### src/hdl/fsic_consts.vh
`ifndef FSIC_CONSTS_VH
`define FSIC_CONSTS_VH

// register indices on the internal control port
`define FSIC_ADDR_W 2
`define FSIC_ADDR_REACT_CORE_IO 2'h0
`define FSIC_ADDR_REACT_MON1 2'h1
`define FSIC_ADDR_FSM_CFG 2'h2
`define FSIC_ADDR_SCALING 2'h3

// reset values of the stored fields
`define FSIC_RST_REACT_OV 2'h3
`define FSIC_RST_REACT_UV 2'h1
`define FSIC_RST_CEILING 2'h1
`define FSIC_RST_PULSE_SEL 1'h0
`define FSIC_RST_TIMER_OFF 1'h0
`define FSIC_RST_TRIM 5'h00

// field positions, 16-bit data word
`define FSIC_CORE_OV_HI 15
`define FSIC_CORE_OV_LO 14
`define FSIC_CORE_UV_HI 13
`define FSIC_CORE_UV_LO 12
`define FSIC_LOW_OV_HI 3
`define FSIC_LOW_OV_LO 2
`define FSIC_LOW_UV_HI 1
`define FSIC_LOW_UV_LO 0
`define FSIC_CEIL_HI 15
`define FSIC_CEIL_LO 14
`define FSIC_PULSE_SEL_BIT 9
`define FSIC_TIMER_OFF_BIT 4
`define FSIC_FCNT_HI 3
`define FSIC_FCNT_LO 0
`define FSIC_TRIM_HI 15
`define FSIC_TRIM_LO 11

// timing
`define FSIC_CLK_KHZ 250000
`define FSIC_PULSE_LONG_MS 10
`define FSIC_PULSE_SHORT_US 1000
`define FSIC_LONG_LOW_MS 8000

// scaling trim
`define FSIC_TRIM_STEP_UV 6250
`define FSIC_TRIM_MAX_CODE 5'h10

`endif

### src/hdl/fsic_mon_react.v
`timescale 1ns/100ps
`include "fsic_consts.vh"

module fsic_mon_react #(
  parameter N_MON = 6
) (
  input wire i_clk_sys,
  input wire i_rstn,
  input wire [N_MON-1:0] i_mon_fire,
  input wire [2*N_MON-1:0] i_reaction_cfg,
  output reg [N_MON-1:0] o_mon_event,
  output reg [2*N_MON-1:0] o_mon_reaction
);

  genvar g;
  generate
    for (g = 0; g < N_MON; g = g + 1) begin : g_mon
      reg s1;
      reg s2;
      reg s3;
      reg state;
      always @(posedge i_clk_sys or negedge i_rstn) begin
        if (!i_rstn) begin
          s1 <= 1'b0;
          s2 <= 1'b0;
          s3 <= 1'b0;
          state <= 1'b0;
          o_mon_event[g] <= 1'b0;
          o_mon_reaction[2*g+1:2*g] <= 2'h0;
        end else begin
          s1 <= i_mon_fire[g];
          s2 <= s1;
          s3 <= s2;
          o_mon_event[g] <= 1'b0;
          // change counts only once the two later stages agree
          if (s2 == s3 && s2 != state) begin
            state <= s2;
            if (s2) begin
              o_mon_event[g] <= 1'b1;
              o_mon_reaction[2*g+1:2*g] <= i_reaction_cfg[2*g+1:2*g];
            end
          end
        end
      end
    end
  endgenerate

endmodule

### src/hdl/fsic_regs.v
`timescale 1ns/100ps
`include "fsic_consts.vh"

module fsic_regs #(
  parameter PULSE_LONG_CYC = `FSIC_PULSE_LONG_MS * `FSIC_CLK_KHZ,
  parameter PULSE_SHORT_CYC = (`FSIC_PULSE_SHORT_US * `FSIC_CLK_KHZ) / 1000,
  parameter LONG_LOW_CYC = `FSIC_LONG_LOW_MS * `FSIC_CLK_KHZ
) (
  input wire i_clk_sys,
  input wire i_rstn,
  input wire [`FSIC_ADDR_W-1:0] i_reg_addr,
  input wire i_reg_wr,
  input wire i_reg_rd,
  input wire [15:0] i_reg_wdata,
  output reg [15:0] o_reg_rdata,
  output reg o_reg_rvalid,
  input wire [3:0] i_fault_count_value,
  output wire [1:0] o_fault_count_ceiling,
  output wire [4:0] o_static_scaling_trim,
  output reg [16:0] o_trim_offset_uv,
  input wire i_reset_request,
  output wire o_reset_out_pin_o,
  output wire o_reset_out_pin_oe,
  input wire i_reset_out_pin_i,
  output reg o_long_low_expired,
  input wire i_core_mon_over,
  input wire i_core_mon_under,
  input wire i_io_rail_over,
  input wire i_io_rail_under,
  input wire i_aux_mon_over,
  input wire i_aux_mon_under,
  output wire [5:0] o_mon_event,
  output wire [11:0] o_mon_reaction
);

  reg [1:0] core_mon_over_reaction;
  reg [1:0] core_mon_under_reaction;
  reg [1:0] io_rail_over_reaction;
  reg [1:0] io_rail_under_reaction;
  reg [1:0] aux_mon_over_reaction;
  reg [1:0] aux_mon_under_reaction;
  reg [1:0] fault_count_ceiling;
  reg reset_pulse_length_sel;
  reg long_low_timer_off;
  reg [4:0] static_scaling_trim;
  reg [15:0] next_rdata;
  reg [31:0] pulse_cnt;
  reg pulse_active;
  reg pin_s1;
  reg pin_s2;
  reg pin_s3;
  reg pin_low;
  reg [31:0] low_cnt;
  wire [4:0] trim_clamped;

  // register writes; POR is the only reset of these fields
  always @(posedge i_clk_sys or negedge i_rstn) begin
    if (!i_rstn) begin
      core_mon_over_reaction <= `FSIC_RST_REACT_OV;
      core_mon_under_reaction <= `FSIC_RST_REACT_UV;
      io_rail_over_reaction <= `FSIC_RST_REACT_OV;
      io_rail_under_reaction <= `FSIC_RST_REACT_UV;
      aux_mon_over_reaction <= `FSIC_RST_REACT_OV;
      aux_mon_under_reaction <= `FSIC_RST_REACT_UV;
      fault_count_ceiling <= `FSIC_RST_CEILING;
      reset_pulse_length_sel <= `FSIC_RST_PULSE_SEL;
      long_low_timer_off <= `FSIC_RST_TIMER_OFF;
      static_scaling_trim <= `FSIC_RST_TRIM;
    end else if (i_reg_wr) begin
      case (i_reg_addr)
        `FSIC_ADDR_REACT_CORE_IO: begin
          core_mon_over_reaction <= i_reg_wdata[`FSIC_CORE_OV_HI:`FSIC_CORE_OV_LO];
          core_mon_under_reaction <= i_reg_wdata[`FSIC_CORE_UV_HI:`FSIC_CORE_UV_LO];
          io_rail_over_reaction <= i_reg_wdata[`FSIC_LOW_OV_HI:`FSIC_LOW_OV_LO];
          io_rail_under_reaction <= i_reg_wdata[`FSIC_LOW_UV_HI:`FSIC_LOW_UV_LO];
        end
        `FSIC_ADDR_REACT_MON1: begin
          aux_mon_over_reaction <= i_reg_wdata[`FSIC_LOW_OV_HI:`FSIC_LOW_OV_LO];
          aux_mon_under_reaction <= i_reg_wdata[`FSIC_LOW_UV_HI:`FSIC_LOW_UV_LO];
        end
        `FSIC_ADDR_FSM_CFG: begin
          // fault count bits are not stored, so writes there vanish
          fault_count_ceiling <= i_reg_wdata[`FSIC_CEIL_HI:`FSIC_CEIL_LO];
          reset_pulse_length_sel <= i_reg_wdata[`FSIC_PULSE_SEL_BIT];
          long_low_timer_off <= i_reg_wdata[`FSIC_TIMER_OFF_BIT];
        end
        `FSIC_ADDR_SCALING: begin
          static_scaling_trim <= i_reg_wdata[`FSIC_TRIM_HI:`FSIC_TRIM_LO];
        end
        default: begin
          static_scaling_trim <= static_scaling_trim;
        end
      endcase
    end
  end

  // read mux; reserved bits read zero
  always @* begin
    next_rdata = 16'h0000;
    case (i_reg_addr)
      `FSIC_ADDR_REACT_CORE_IO: begin
        next_rdata[`FSIC_CORE_OV_HI:`FSIC_CORE_OV_LO] = core_mon_over_reaction;
        next_rdata[`FSIC_CORE_UV_HI:`FSIC_CORE_UV_LO] = core_mon_under_reaction;
        next_rdata[`FSIC_LOW_OV_HI:`FSIC_LOW_OV_LO] = io_rail_over_reaction;
        next_rdata[`FSIC_LOW_UV_HI:`FSIC_LOW_UV_LO] = io_rail_under_reaction;
      end
      `FSIC_ADDR_REACT_MON1: begin
        next_rdata[`FSIC_LOW_OV_HI:`FSIC_LOW_OV_LO] = aux_mon_over_reaction;
        next_rdata[`FSIC_LOW_UV_HI:`FSIC_LOW_UV_LO] = aux_mon_under_reaction;
      end
      `FSIC_ADDR_FSM_CFG: begin
        next_rdata[`FSIC_CEIL_HI:`FSIC_CEIL_LO] = fault_count_ceiling;
        next_rdata[`FSIC_PULSE_SEL_BIT] = reset_pulse_length_sel;
        next_rdata[`FSIC_TIMER_OFF_BIT] = long_low_timer_off;
        next_rdata[`FSIC_FCNT_HI:`FSIC_FCNT_LO] = i_fault_count_value;
      end
      `FSIC_ADDR_SCALING: begin
        next_rdata[`FSIC_TRIM_HI:`FSIC_TRIM_LO] = static_scaling_trim;
      end
      default: begin
        next_rdata = 16'h0000;
      end
    endcase
  end

  always @(posedge i_clk_sys or negedge i_rstn) begin
    if (!i_rstn) begin
      o_reg_rdata <= 16'h0000;
      o_reg_rvalid <= 1'b0;
    end else begin
      o_reg_rvalid <= i_reg_rd;
      if (i_reg_rd) begin
        o_reg_rdata <= next_rdata;
      end
    end
  end

  // reset pulse; length latched at the start so a mid-pulse write cannot cut it
  always @(posedge i_clk_sys or negedge i_rstn) begin
    if (!i_rstn) begin
      pulse_active <= 1'b0;
      pulse_cnt <= 32'h0000_0000;
    end else if (i_reset_request && !pulse_active) begin
      pulse_active <= 1'b1;
      if (reset_pulse_length_sel) begin
        pulse_cnt <= PULSE_SHORT_CYC - 1;
      end else begin
        pulse_cnt <= PULSE_LONG_CYC - 1;
      end
    end else if (pulse_active) begin
      if (pulse_cnt == 32'h0000_0000) begin
        pulse_active <= 1'b0;
      end else begin
        pulse_cnt <= pulse_cnt - 32'h0000_0001;
      end
    end
  end

  // open drain: drive low only
  assign o_reset_out_pin_o = 1'b0;
  assign o_reset_out_pin_oe = pulse_active;

  // pin sense synchroniser; external pullers also count as low
  always @(posedge i_clk_sys or negedge i_rstn) begin
    if (!i_rstn) begin
      pin_s1 <= 1'b1;
      pin_s2 <= 1'b1;
      pin_s3 <= 1'b1;
      pin_low <= 1'b0;
    end else begin
      pin_s1 <= i_reset_out_pin_i;
      pin_s2 <= pin_s1;
      pin_s3 <= pin_s2;
      if (pin_s2 == pin_s3) begin
        pin_low <= ~pin_s2;
      end
    end
  end

  // 8 s low counter, held cleared while disabled
  always @(posedge i_clk_sys or negedge i_rstn) begin
    if (!i_rstn) begin
      low_cnt <= 32'h0000_0000;
      o_long_low_expired <= 1'b0;
    end else if (long_low_timer_off || !pin_low) begin
      low_cnt <= 32'h0000_0000;
      o_long_low_expired <= 1'b0;
    end else if (low_cnt >= LONG_LOW_CYC - 1) begin
      o_long_low_expired <= 1'b1;
    end else begin
      low_cnt <= low_cnt + 32'h0000_0001;
    end
  end

  // trim offset magnitude in microvolts, codes past the top clamp to -100 mV
  assign trim_clamped = (static_scaling_trim > `FSIC_TRIM_MAX_CODE) ?
                        `FSIC_TRIM_MAX_CODE : static_scaling_trim;

  always @(posedge i_clk_sys or negedge i_rstn) begin
    if (!i_rstn) begin
      o_trim_offset_uv <= 17'h0_0000;
    end else begin
      o_trim_offset_uv <= trim_clamped * 17'd6250;
    end
  end

  assign o_fault_count_ceiling = fault_count_ceiling;
  assign o_static_scaling_trim = static_scaling_trim;

  fsic_mon_react #(
    .N_MON(6)
  ) u_react (
    .i_clk_sys(i_clk_sys),
    .i_rstn(i_rstn),
    .i_mon_fire({i_aux_mon_under, i_aux_mon_over, i_io_rail_under,
                 i_io_rail_over, i_core_mon_under, i_core_mon_over}),
    .i_reaction_cfg({aux_mon_under_reaction, aux_mon_over_reaction,
                     io_rail_under_reaction, io_rail_over_reaction,
                     core_mon_under_reaction, core_mon_over_reaction}),
    .o_mon_event(o_mon_event),
    .o_mon_reaction(o_mon_reaction)
  );

endmodule

### config.mk
export PLATFORM = sky130hd
export DESIGN_NAME = fsic_regs
export DESIGN_NICKNAME = d
export VERILOG_FILES = /design/src/hdl/fsic_mon_react.v /design/src/hdl/fsic_regs.v
export VERILOG_INCLUDE_DIRS = /design/src /design/src/hdl
export SDC_FILE = /design/constraint.sdc
export NUM_CORES = 1
export LEC_CHECK = 0
export BUFFER_PORTS_ARGS = -buffer_cell sky130_fd_sc_hd__clkbuf_2
export CORE_MARGIN = 2
export CORE_UTILIZATION = 58
export CTS_CLUSTER_DIAMETER = 80
export DETAILED_ROUTE_END_ITERATION = 16
export HOLD_SLACK_MARGIN = 0.06
export PLACE_DENSITY_LB_ADDON = 0.12
export SYNTH_ARGS = -nofsm -noshare
export SYNTH_HDL_FRONTEND = slang
export SYNTH_SLANG_ARGS = --single-unit
export TNS_END_PERCENT = 10
### constraint.sdc
create_clock -name i_clk_sys -period 3.9 [get_ports i_clk_sys]
set_input_delay 0.195 -clock i_clk_sys [delete_from_list [all_inputs] [get_ports i_clk_sys]]
set_output_delay 0.195 -clock i_clk_sys [all_outputs]
set_load 0.02 [all_outputs]
======== Word level (Yosys, flattened, before mapping) ========
Cells that the tools add are included.
storage, ports and cells
  output and inout bits ................... 62
  word-level logic and storage cells ...... 136
  bits in latches ......................... 0
  memories kept ........................... 0
  bits of input ports ..................... 34
  ROM bits ................................ 0
  register bits ........................... 161
  RAM bits ................................ 0
cells by class
  reductions and logical operators ........ 25
  equal/unequal tests ..................... 18
  div/mod/pow operators ................... 0
  order comparisons ....................... 2
  muxes and demuxes ....................... 30
  bitwise logic cells ..................... 1
  multiply operators ...................... 1
  shift operators ......................... 0
  add/subtract/negate cells ............... 2
operator list
  operator                                                                  number
  32-bit 2-to-1 mux                                                         5
  32-bit by 1-bit adder with 32-bit output (second input constant)          1
  32-bit by 31-bit >= comparator with 1-bit output (second input constant)  1
  32-bit logical NOT                                                        1
  32-bit by 1-bit subtractor with 32-bit output (second input constant)     1
  22-bit 2-to-1 mux                                                         1
  2-bit AND reduction                                                       11
  1-bit 2-to-1 mux                                                          20
  5-bit by 12-bit multiplier with 16-bit output (second input constant)     1
  4-bit one-hot mux with 3 select lines                                     1
  1-bit equality test                                                       7
  1-bit logical AND                                                         7
  1-bit inequality test                                                     6
  2-bit one-hot mux with 3 select lines                                     1
  5-bit greater-than comparator (second input constant)                     1
  5-bit 2-to-1 mux                                                          1
  2-bit equality test (second input constant)                               2
  2-bit inequality test (second input constant)                             2
  2-bit one-hot mux with 2 select lines                                     1
  2-bit nonzero test                                                        2
  2-bit by 1-bit equality test with 1-bit output (second input constant)    1
  1-bit logical NOT                                                         2
  2-bit logical NOT                                                         1
  1-bit logical OR                                                          1
  1-bit inverter                                                            1

======== Logic depth before layout (Yosys ltp) ========
  depth after elaboration ................. 4
  gate-level depth with buffers ........... 13

======== Hierarchy ========
Synthesis repeated with hierarchy kept, for this count alone.
unflattened totals
  cells, all modules ...................... 668
  area, all modules ....................... 7636.1 um^2
modules (own cells, without submodules)
  module          area an instance (um^2)  cells an instance  times used
  fsic_regs       6202.2                   596                1
  fsic_mon_react  1433.9                   72                 1

======== Least setup slack after synthesis ========
OpenSTA, ideal clock, no wires.
  path kind ............................... flip-flop to flip-flop
  start ................................... reg static_scaling_trim[4], in the netlist o_static_scaling_trim[4]
  end ..................................... reg o_trim_offset_uv[16]
  path slack .............................. 0.834 ns
  data required time ...................... 3.772 ns
  data arrival time ....................... 2.938 ns
  stages on the path, launching flop included .. 14
  setup time .............................. 0.128 ns
  clock period less this slack ............ 3.066 ns
  cell sequence ........................... dfrtp_1 > clkbuf_1 > nor2b_1 > ha_1 > inv_1 > fa_1 > inv_1 > ha_1 > a21o_1 > a211oi_1 > o21ai_0 > a311oi_1 > o21bai_1 > xor2_1
on the way
  word-level cells in the longest chain between the ends .. 3
ends and longest elaborated chain
  what                                            RTL line         text
  from (decl)                                     fsic_regs.v:45   reg [4:0] static_scaling_trim;
  from (signal assigned)                          fsic_regs.v:68   static_scaling_trim <= `FSIC_RST_TRIM;
  from (signal assigned)                          fsic_regs.v:88   static_scaling_trim <= i_reg_wdata[`FSIC_TRIM_HI:`FSIC_TRIM_LO];
  from (signal assigned)                          fsic_regs.v:91   static_scaling_trim <= static_scaling_trim;
  5-bit greater-than comparator (no source line)  --
  5-bit 2-to-1 mux                                fsic_regs.v:196  assign trim_clamped = (static_scaling_trim > `FSIC_TRIM_MAX_CODE) ?
  net trim_clamped[1]                             fsic_regs.v:54   wire [4:0] trim_clamped;
  5-bit by 12-bit multiplier with 16-bit output   fsic_regs.v:203  o_trim_offset_uv <= trim_clamped * 17'd6250;
  to (signal assigned)                            fsic_regs.v:203
  to (decl)                                       fsic_regs.v:20   output reg [16:0] o_trim_offset_uv,
The timed path passes the listed nets, and every way through them passes these cells.
A chain may end at the register's enable or synchronous reset.

======== Worst setup path after layout ========
Same ends and word-level chain as after synthesis.

==> results.json <==
{
  "status": "finished, final reports clean",
  "crit_fanout": 13,
  "reg2regPathDepth": 12,
  "syn_to_final_growth_pct": 17.5,
  "finalWirelength_um": 16000,
  "wl_met3_um": 678,
  "hold_depth": 3,
  "clk_path_buf_depth": 2,
  "fp.dieH_um": 118,
  "arrival_ns": 3.68,
  "ios": 96,
  "p_per_area_nw_per_um2": 547,
  "gp_congestion": 0.826,
  "peakVddDrop_v": 0.000479,
  "cts_tree": "yes",
  "dieWidth_um": 118,
  "drv_cap": 0,
  "relSlewSlack": 0.241,
  "slowest_delay_ns": 0.51,
  "finalWorstSetupSlack_ns": 0.520,
  "leakagePower_nw": 4.07,
  "synth-simple-area-share": 0.173,
  "worstPathRequired_ns": 4.20,
  "yosys.area_share.adder": 0.0616,
  "grt.overflow.total": 0,
  "final_max_slew_viol_count": 0,
  "startpoint": "o_static_scaling_trim[4]",
  "drtIter0Drc": 419,
  "cts.sinks": 161,
  "dp_slack_ns": 0.619,
  "ys_seq_area_frac": 0.532,
  "cts-resized-gates": 0,
  "grt_max_degree": 97,
  "tightest_slew_ns": 1.14,
  "synth_compound_area_frac": 0.106,
  "crit_path_start_kind": "register",
  "drive_gt1_frac": 0.243,
  "ys_types": 67,
  "port_buffers": 83,
  "via_per_inst": 5.73,
  "cts-root-buf": "clkbuf_16",
  "synth_async_sr_flop_share": 1.00,
  "path_cells": "nor2b_1, ha_1, inv_1, fa_1, inv_1, ha_1, a21o_1, a211oi_1, o21ai_0, a311oi_1, o21bai_1, xor2_1",
  "drt-pass1-iter-count": 5,
  "cts_setup_buffers": 0,
  "die-area_um2": 14000,
  "period_share": 0.867,
  "r2r-end": "o_trim_offset_uv[16]",
  "nNetsFinal": 857,
  "drc": 0,
  "synth_area_um2": 7600,
  "synthCells": 687,
  "antenna_found_initial": 1,
  "wl_met2_um": 8250,
  "fin_skew_ns": 0.00933,
  "cpMaxStageDelayCell": "dfrtp_1",
  "htreeDepth": 4,
  "clk_pin_slew_ns": 0.07,
  "synthMuxAreaShare": 0.0502,
  "core_area_um2": 12700,
  "clock_latency_ns": 0.43,
  "ctsHoldBuffers": 19,
  "ant_nets": 0,
  "critical_path_class": "register to register",
  "r2r_setup_slack_ns": 0.52,
  "cts_made_buffers": 17,
  "synth-warning-count": 0,
  "top_layer_used": "met4",
  "synth_edf_count": 0,
  "dp_hpwl_um": 10700,
  "hold_end": "o_reg_rdata[0]",
  "num_rows": 41,
  "synthFlopType": "dfrtp_1",
  "clock.fmax_mhz": 296,
  "synth_top_family_by_area": "simple AND/OR/NAND/NOR gates",
  "initial_core_util": 0.597,
  "finalHoldViolCount": 0,
  "setup_violations": 0,
  "avgSynthCellArea_um2": 11.1,
  "setup-tns-final_ns": 0,
  "grt_pass1_vias": 5608,
  "num_vias": 5594,
  "holdCritStartpoint": "i_fault_count_value[0]",
  "synth_seq_cells": 161,
  "fill_cells": 970,
  "fin_util": 0.702,
  "endpoint_kind": "register",
  "wirelength_met1_um": 6860,
  "synth_xor_xnor_area_share": 0.0392,
  "wl_per_cell_um": 16.4,
  "reg2reg_from": "o_static_scaling_trim[4]",
  "grt_pass1_wl_um": 27100,
  "min_period_ns": 3.38,
  "finalPower_mw": 4.88,
  "rsz0062_at_grt": "no",
  "hp-class": "input pin to register",
  "grt.total_usage": 0.240
}
[metal layers]
metal | global-route usage | vias up
met5 | 0 | -
met4 | 0.0737 | 0
met3 | 0.0555 | 26
met2 | 0.404 | 157
met1 | 0.311 | 2759
li1 | - | 2652
[cell usage after synthesis, drive strengths merged, types with 2 or more instances]
cell | count | share of area
dfrtp | 148 | 0.49
nor2 | 50 | 0.025
nand2 | 40 | 0.020
inv | 33 | 0.016
mux2 | 33 | 0.049
o21ai | 32 | 0.021
ha | 31 | 0.051
a21oi | 30 | 0.020
nand3 | 24 | 0.016
or3 | 20 | 0.017
clkbuf | 17 | 0.0084
xnor2 | 17 | 0.020
xor2 | 17 | 0.020
dfstp | 13 | 0.045
nand4 | 13 | 0.012
buf | 12 | 0.012
or2 | 12 | 0.0099
nand2b | 11 | 0.0091
nor3 | 11 | 0.0072
nor4 | 10 | 0.0099
or4 | 10 | 0.011
and3 | 9 | 0.0074
o22ai | 9 | 0.0074
and2 | 7 | 0.0058
a222oi | 6 | 0.0079
a31oi | 6 | 0.0049
maj3 | 6 | 0.0079
nor2b | 6 | 0.0049
a211oi | 5 | 0.0049
nand4b | 4 | 0.0046
o311ai | 4 | 0.0046
a22oi | 3 | 0.0030
nor4b | 3 | 0.0054
o211ai | 3 | 0.0036
o21a | 3 | 0.0030
o31ai | 3 | 0.0048
o41ai | 3 | 0.0059
or3b | 3 | 0.0038
a21o | 2 | 0.0020
and4 | 2 | 0.0023
o21bai | 2 | 0.0020
o221a | 2 | 0.0030
o31a | 2 | 0.0023
[state kept, by name, summed over array words and instances (netlist names), 2 cells and up]
register	flops
u_react.g_mon.state	6
core_mon_under_reaction	2
u_react.o_mon_event	6
o_trim_offset_uv	16
io_rail_over_reaction	2
pulse_cnt	32
o_reg_rdata	11
core_mon_over_reaction	2
o_static_scaling_trim	5
u_react.g_mon.s2	6
low_cnt	32
io_rail_under_reaction	2
u_react.g_mon.s1	6
u_react.o_mon_reaction	12
o_fault_count_ceiling	2
u_react.g_mon.s3	6
aux_mon_over_reaction	2
aux_mon_under_reaction	2
[layout by cell type, fill, tap and decap left out, types with 6 or more instances in the layout]
cell / synthesis / layout
clkbuf_16: 0 / 17
clkbuf_2: 0 / 82
inv_1: 32 / 32
nand4_1: 12 / 12
or2_2: 12 / 12
xor2_1: 17 / 17
and2_1: 7 / 7
a21oi_1: 29 / 29
dfstp_2: 13 / 13
o22ai_1: 9 / 9
o21ai_0: 32 / 32
or4_1: 7 / 7
xnor2_1: 17 / 17
nand3_1: 23 / 23
or3_1: 19 / 19
ha_1: 31 / 31
a31oi_1: 6 / 6
dlygate4sd3_1: 0 / 19
dfrtp_1: 148 / 148
nor2b_1: 6 / 6
mux2_2: 33 / 33
nor4_1: 8 / 8
a222oi_1: 6 / 6
conb_1: 1 / 9
nand2_1: 40 / 40
nor2_1: 50 / 50
nand2b_1: 11 / 11
nor3_1: 11 / 11
maj3_1: 6 / 6
and3_1: 9 / 9
[layout make-up]
type                    count  area (µm²)  share of cell area
repair buffers            106         642              0.0719
clock inverters            13         139              0.0156
flip-flops and latches    161        4050               0.453
diodes                      1        2.50            0.000280
inverters                  33         124              0.0139
well taps                 172         215              0.0241
multi-input cells         472        3300               0.370
clock buffers              19         453              0.0507
[critical path: cells and delay by family, from the launching register on]
family | cells | cell delay (ns)
compound gates | 5 | 1.22
flops | 1 | 0.51
fa+ha+maj | 3 | 0.94
xor+xnor | 1 | 0.15
buf+inv | 2 | 0.12
simple gates | 1 | 0.32
[how the worst max path moves through the flow]
stage	endpoint	slack [ns]	cells after the start
finish	o_trim_offset_uv[16]	0.52	12
global route	o_trim_offset_uv[16]	0.37	12
CTS	o_trim_offset_uv[16]	0.56	12
detailed placement	o_trim_offset_uv[16]	0.62	12
global placement	o_trim_offset_uv[14]	0.72	12
floorplan	o_trim_offset_uv[16]	0.83	13
[logic make-up (layout without fill, tap and decap cells)]
group / after synthesis / after routing
compound gates: 120 / 120
xor+xnor: 34 / 34
fa+ha+maj: 38 / 38
buf+inv: 62 / 171
flops: 161 / 161
mux: 34 / 34
other cells: 1 / 10
simple gates: 237 / 237
[per-stage QoR]
stage               std cells  cell area [µm²]  hold WS [ns]
finish                    977             8920         0.103
global route              977             8920         0.102
CTS                       976             8920        0.0958
detailed placement        925             8140         0.298
global placement          925             8140         0.299
floorplan                 695             7630        -0.101
[where the power goes]
group	internal, mW	total, mW	leakage (nW)	switching, mW
logic	0.451	1.08	1.79	0.631
clock network	0.935	1.65	0.289	0.715
registers	1.95	2.15	1.99	0.197
total	3.34	4.88	4.07	1.54
Note: power is estimated with default switching activity, not from simulation.
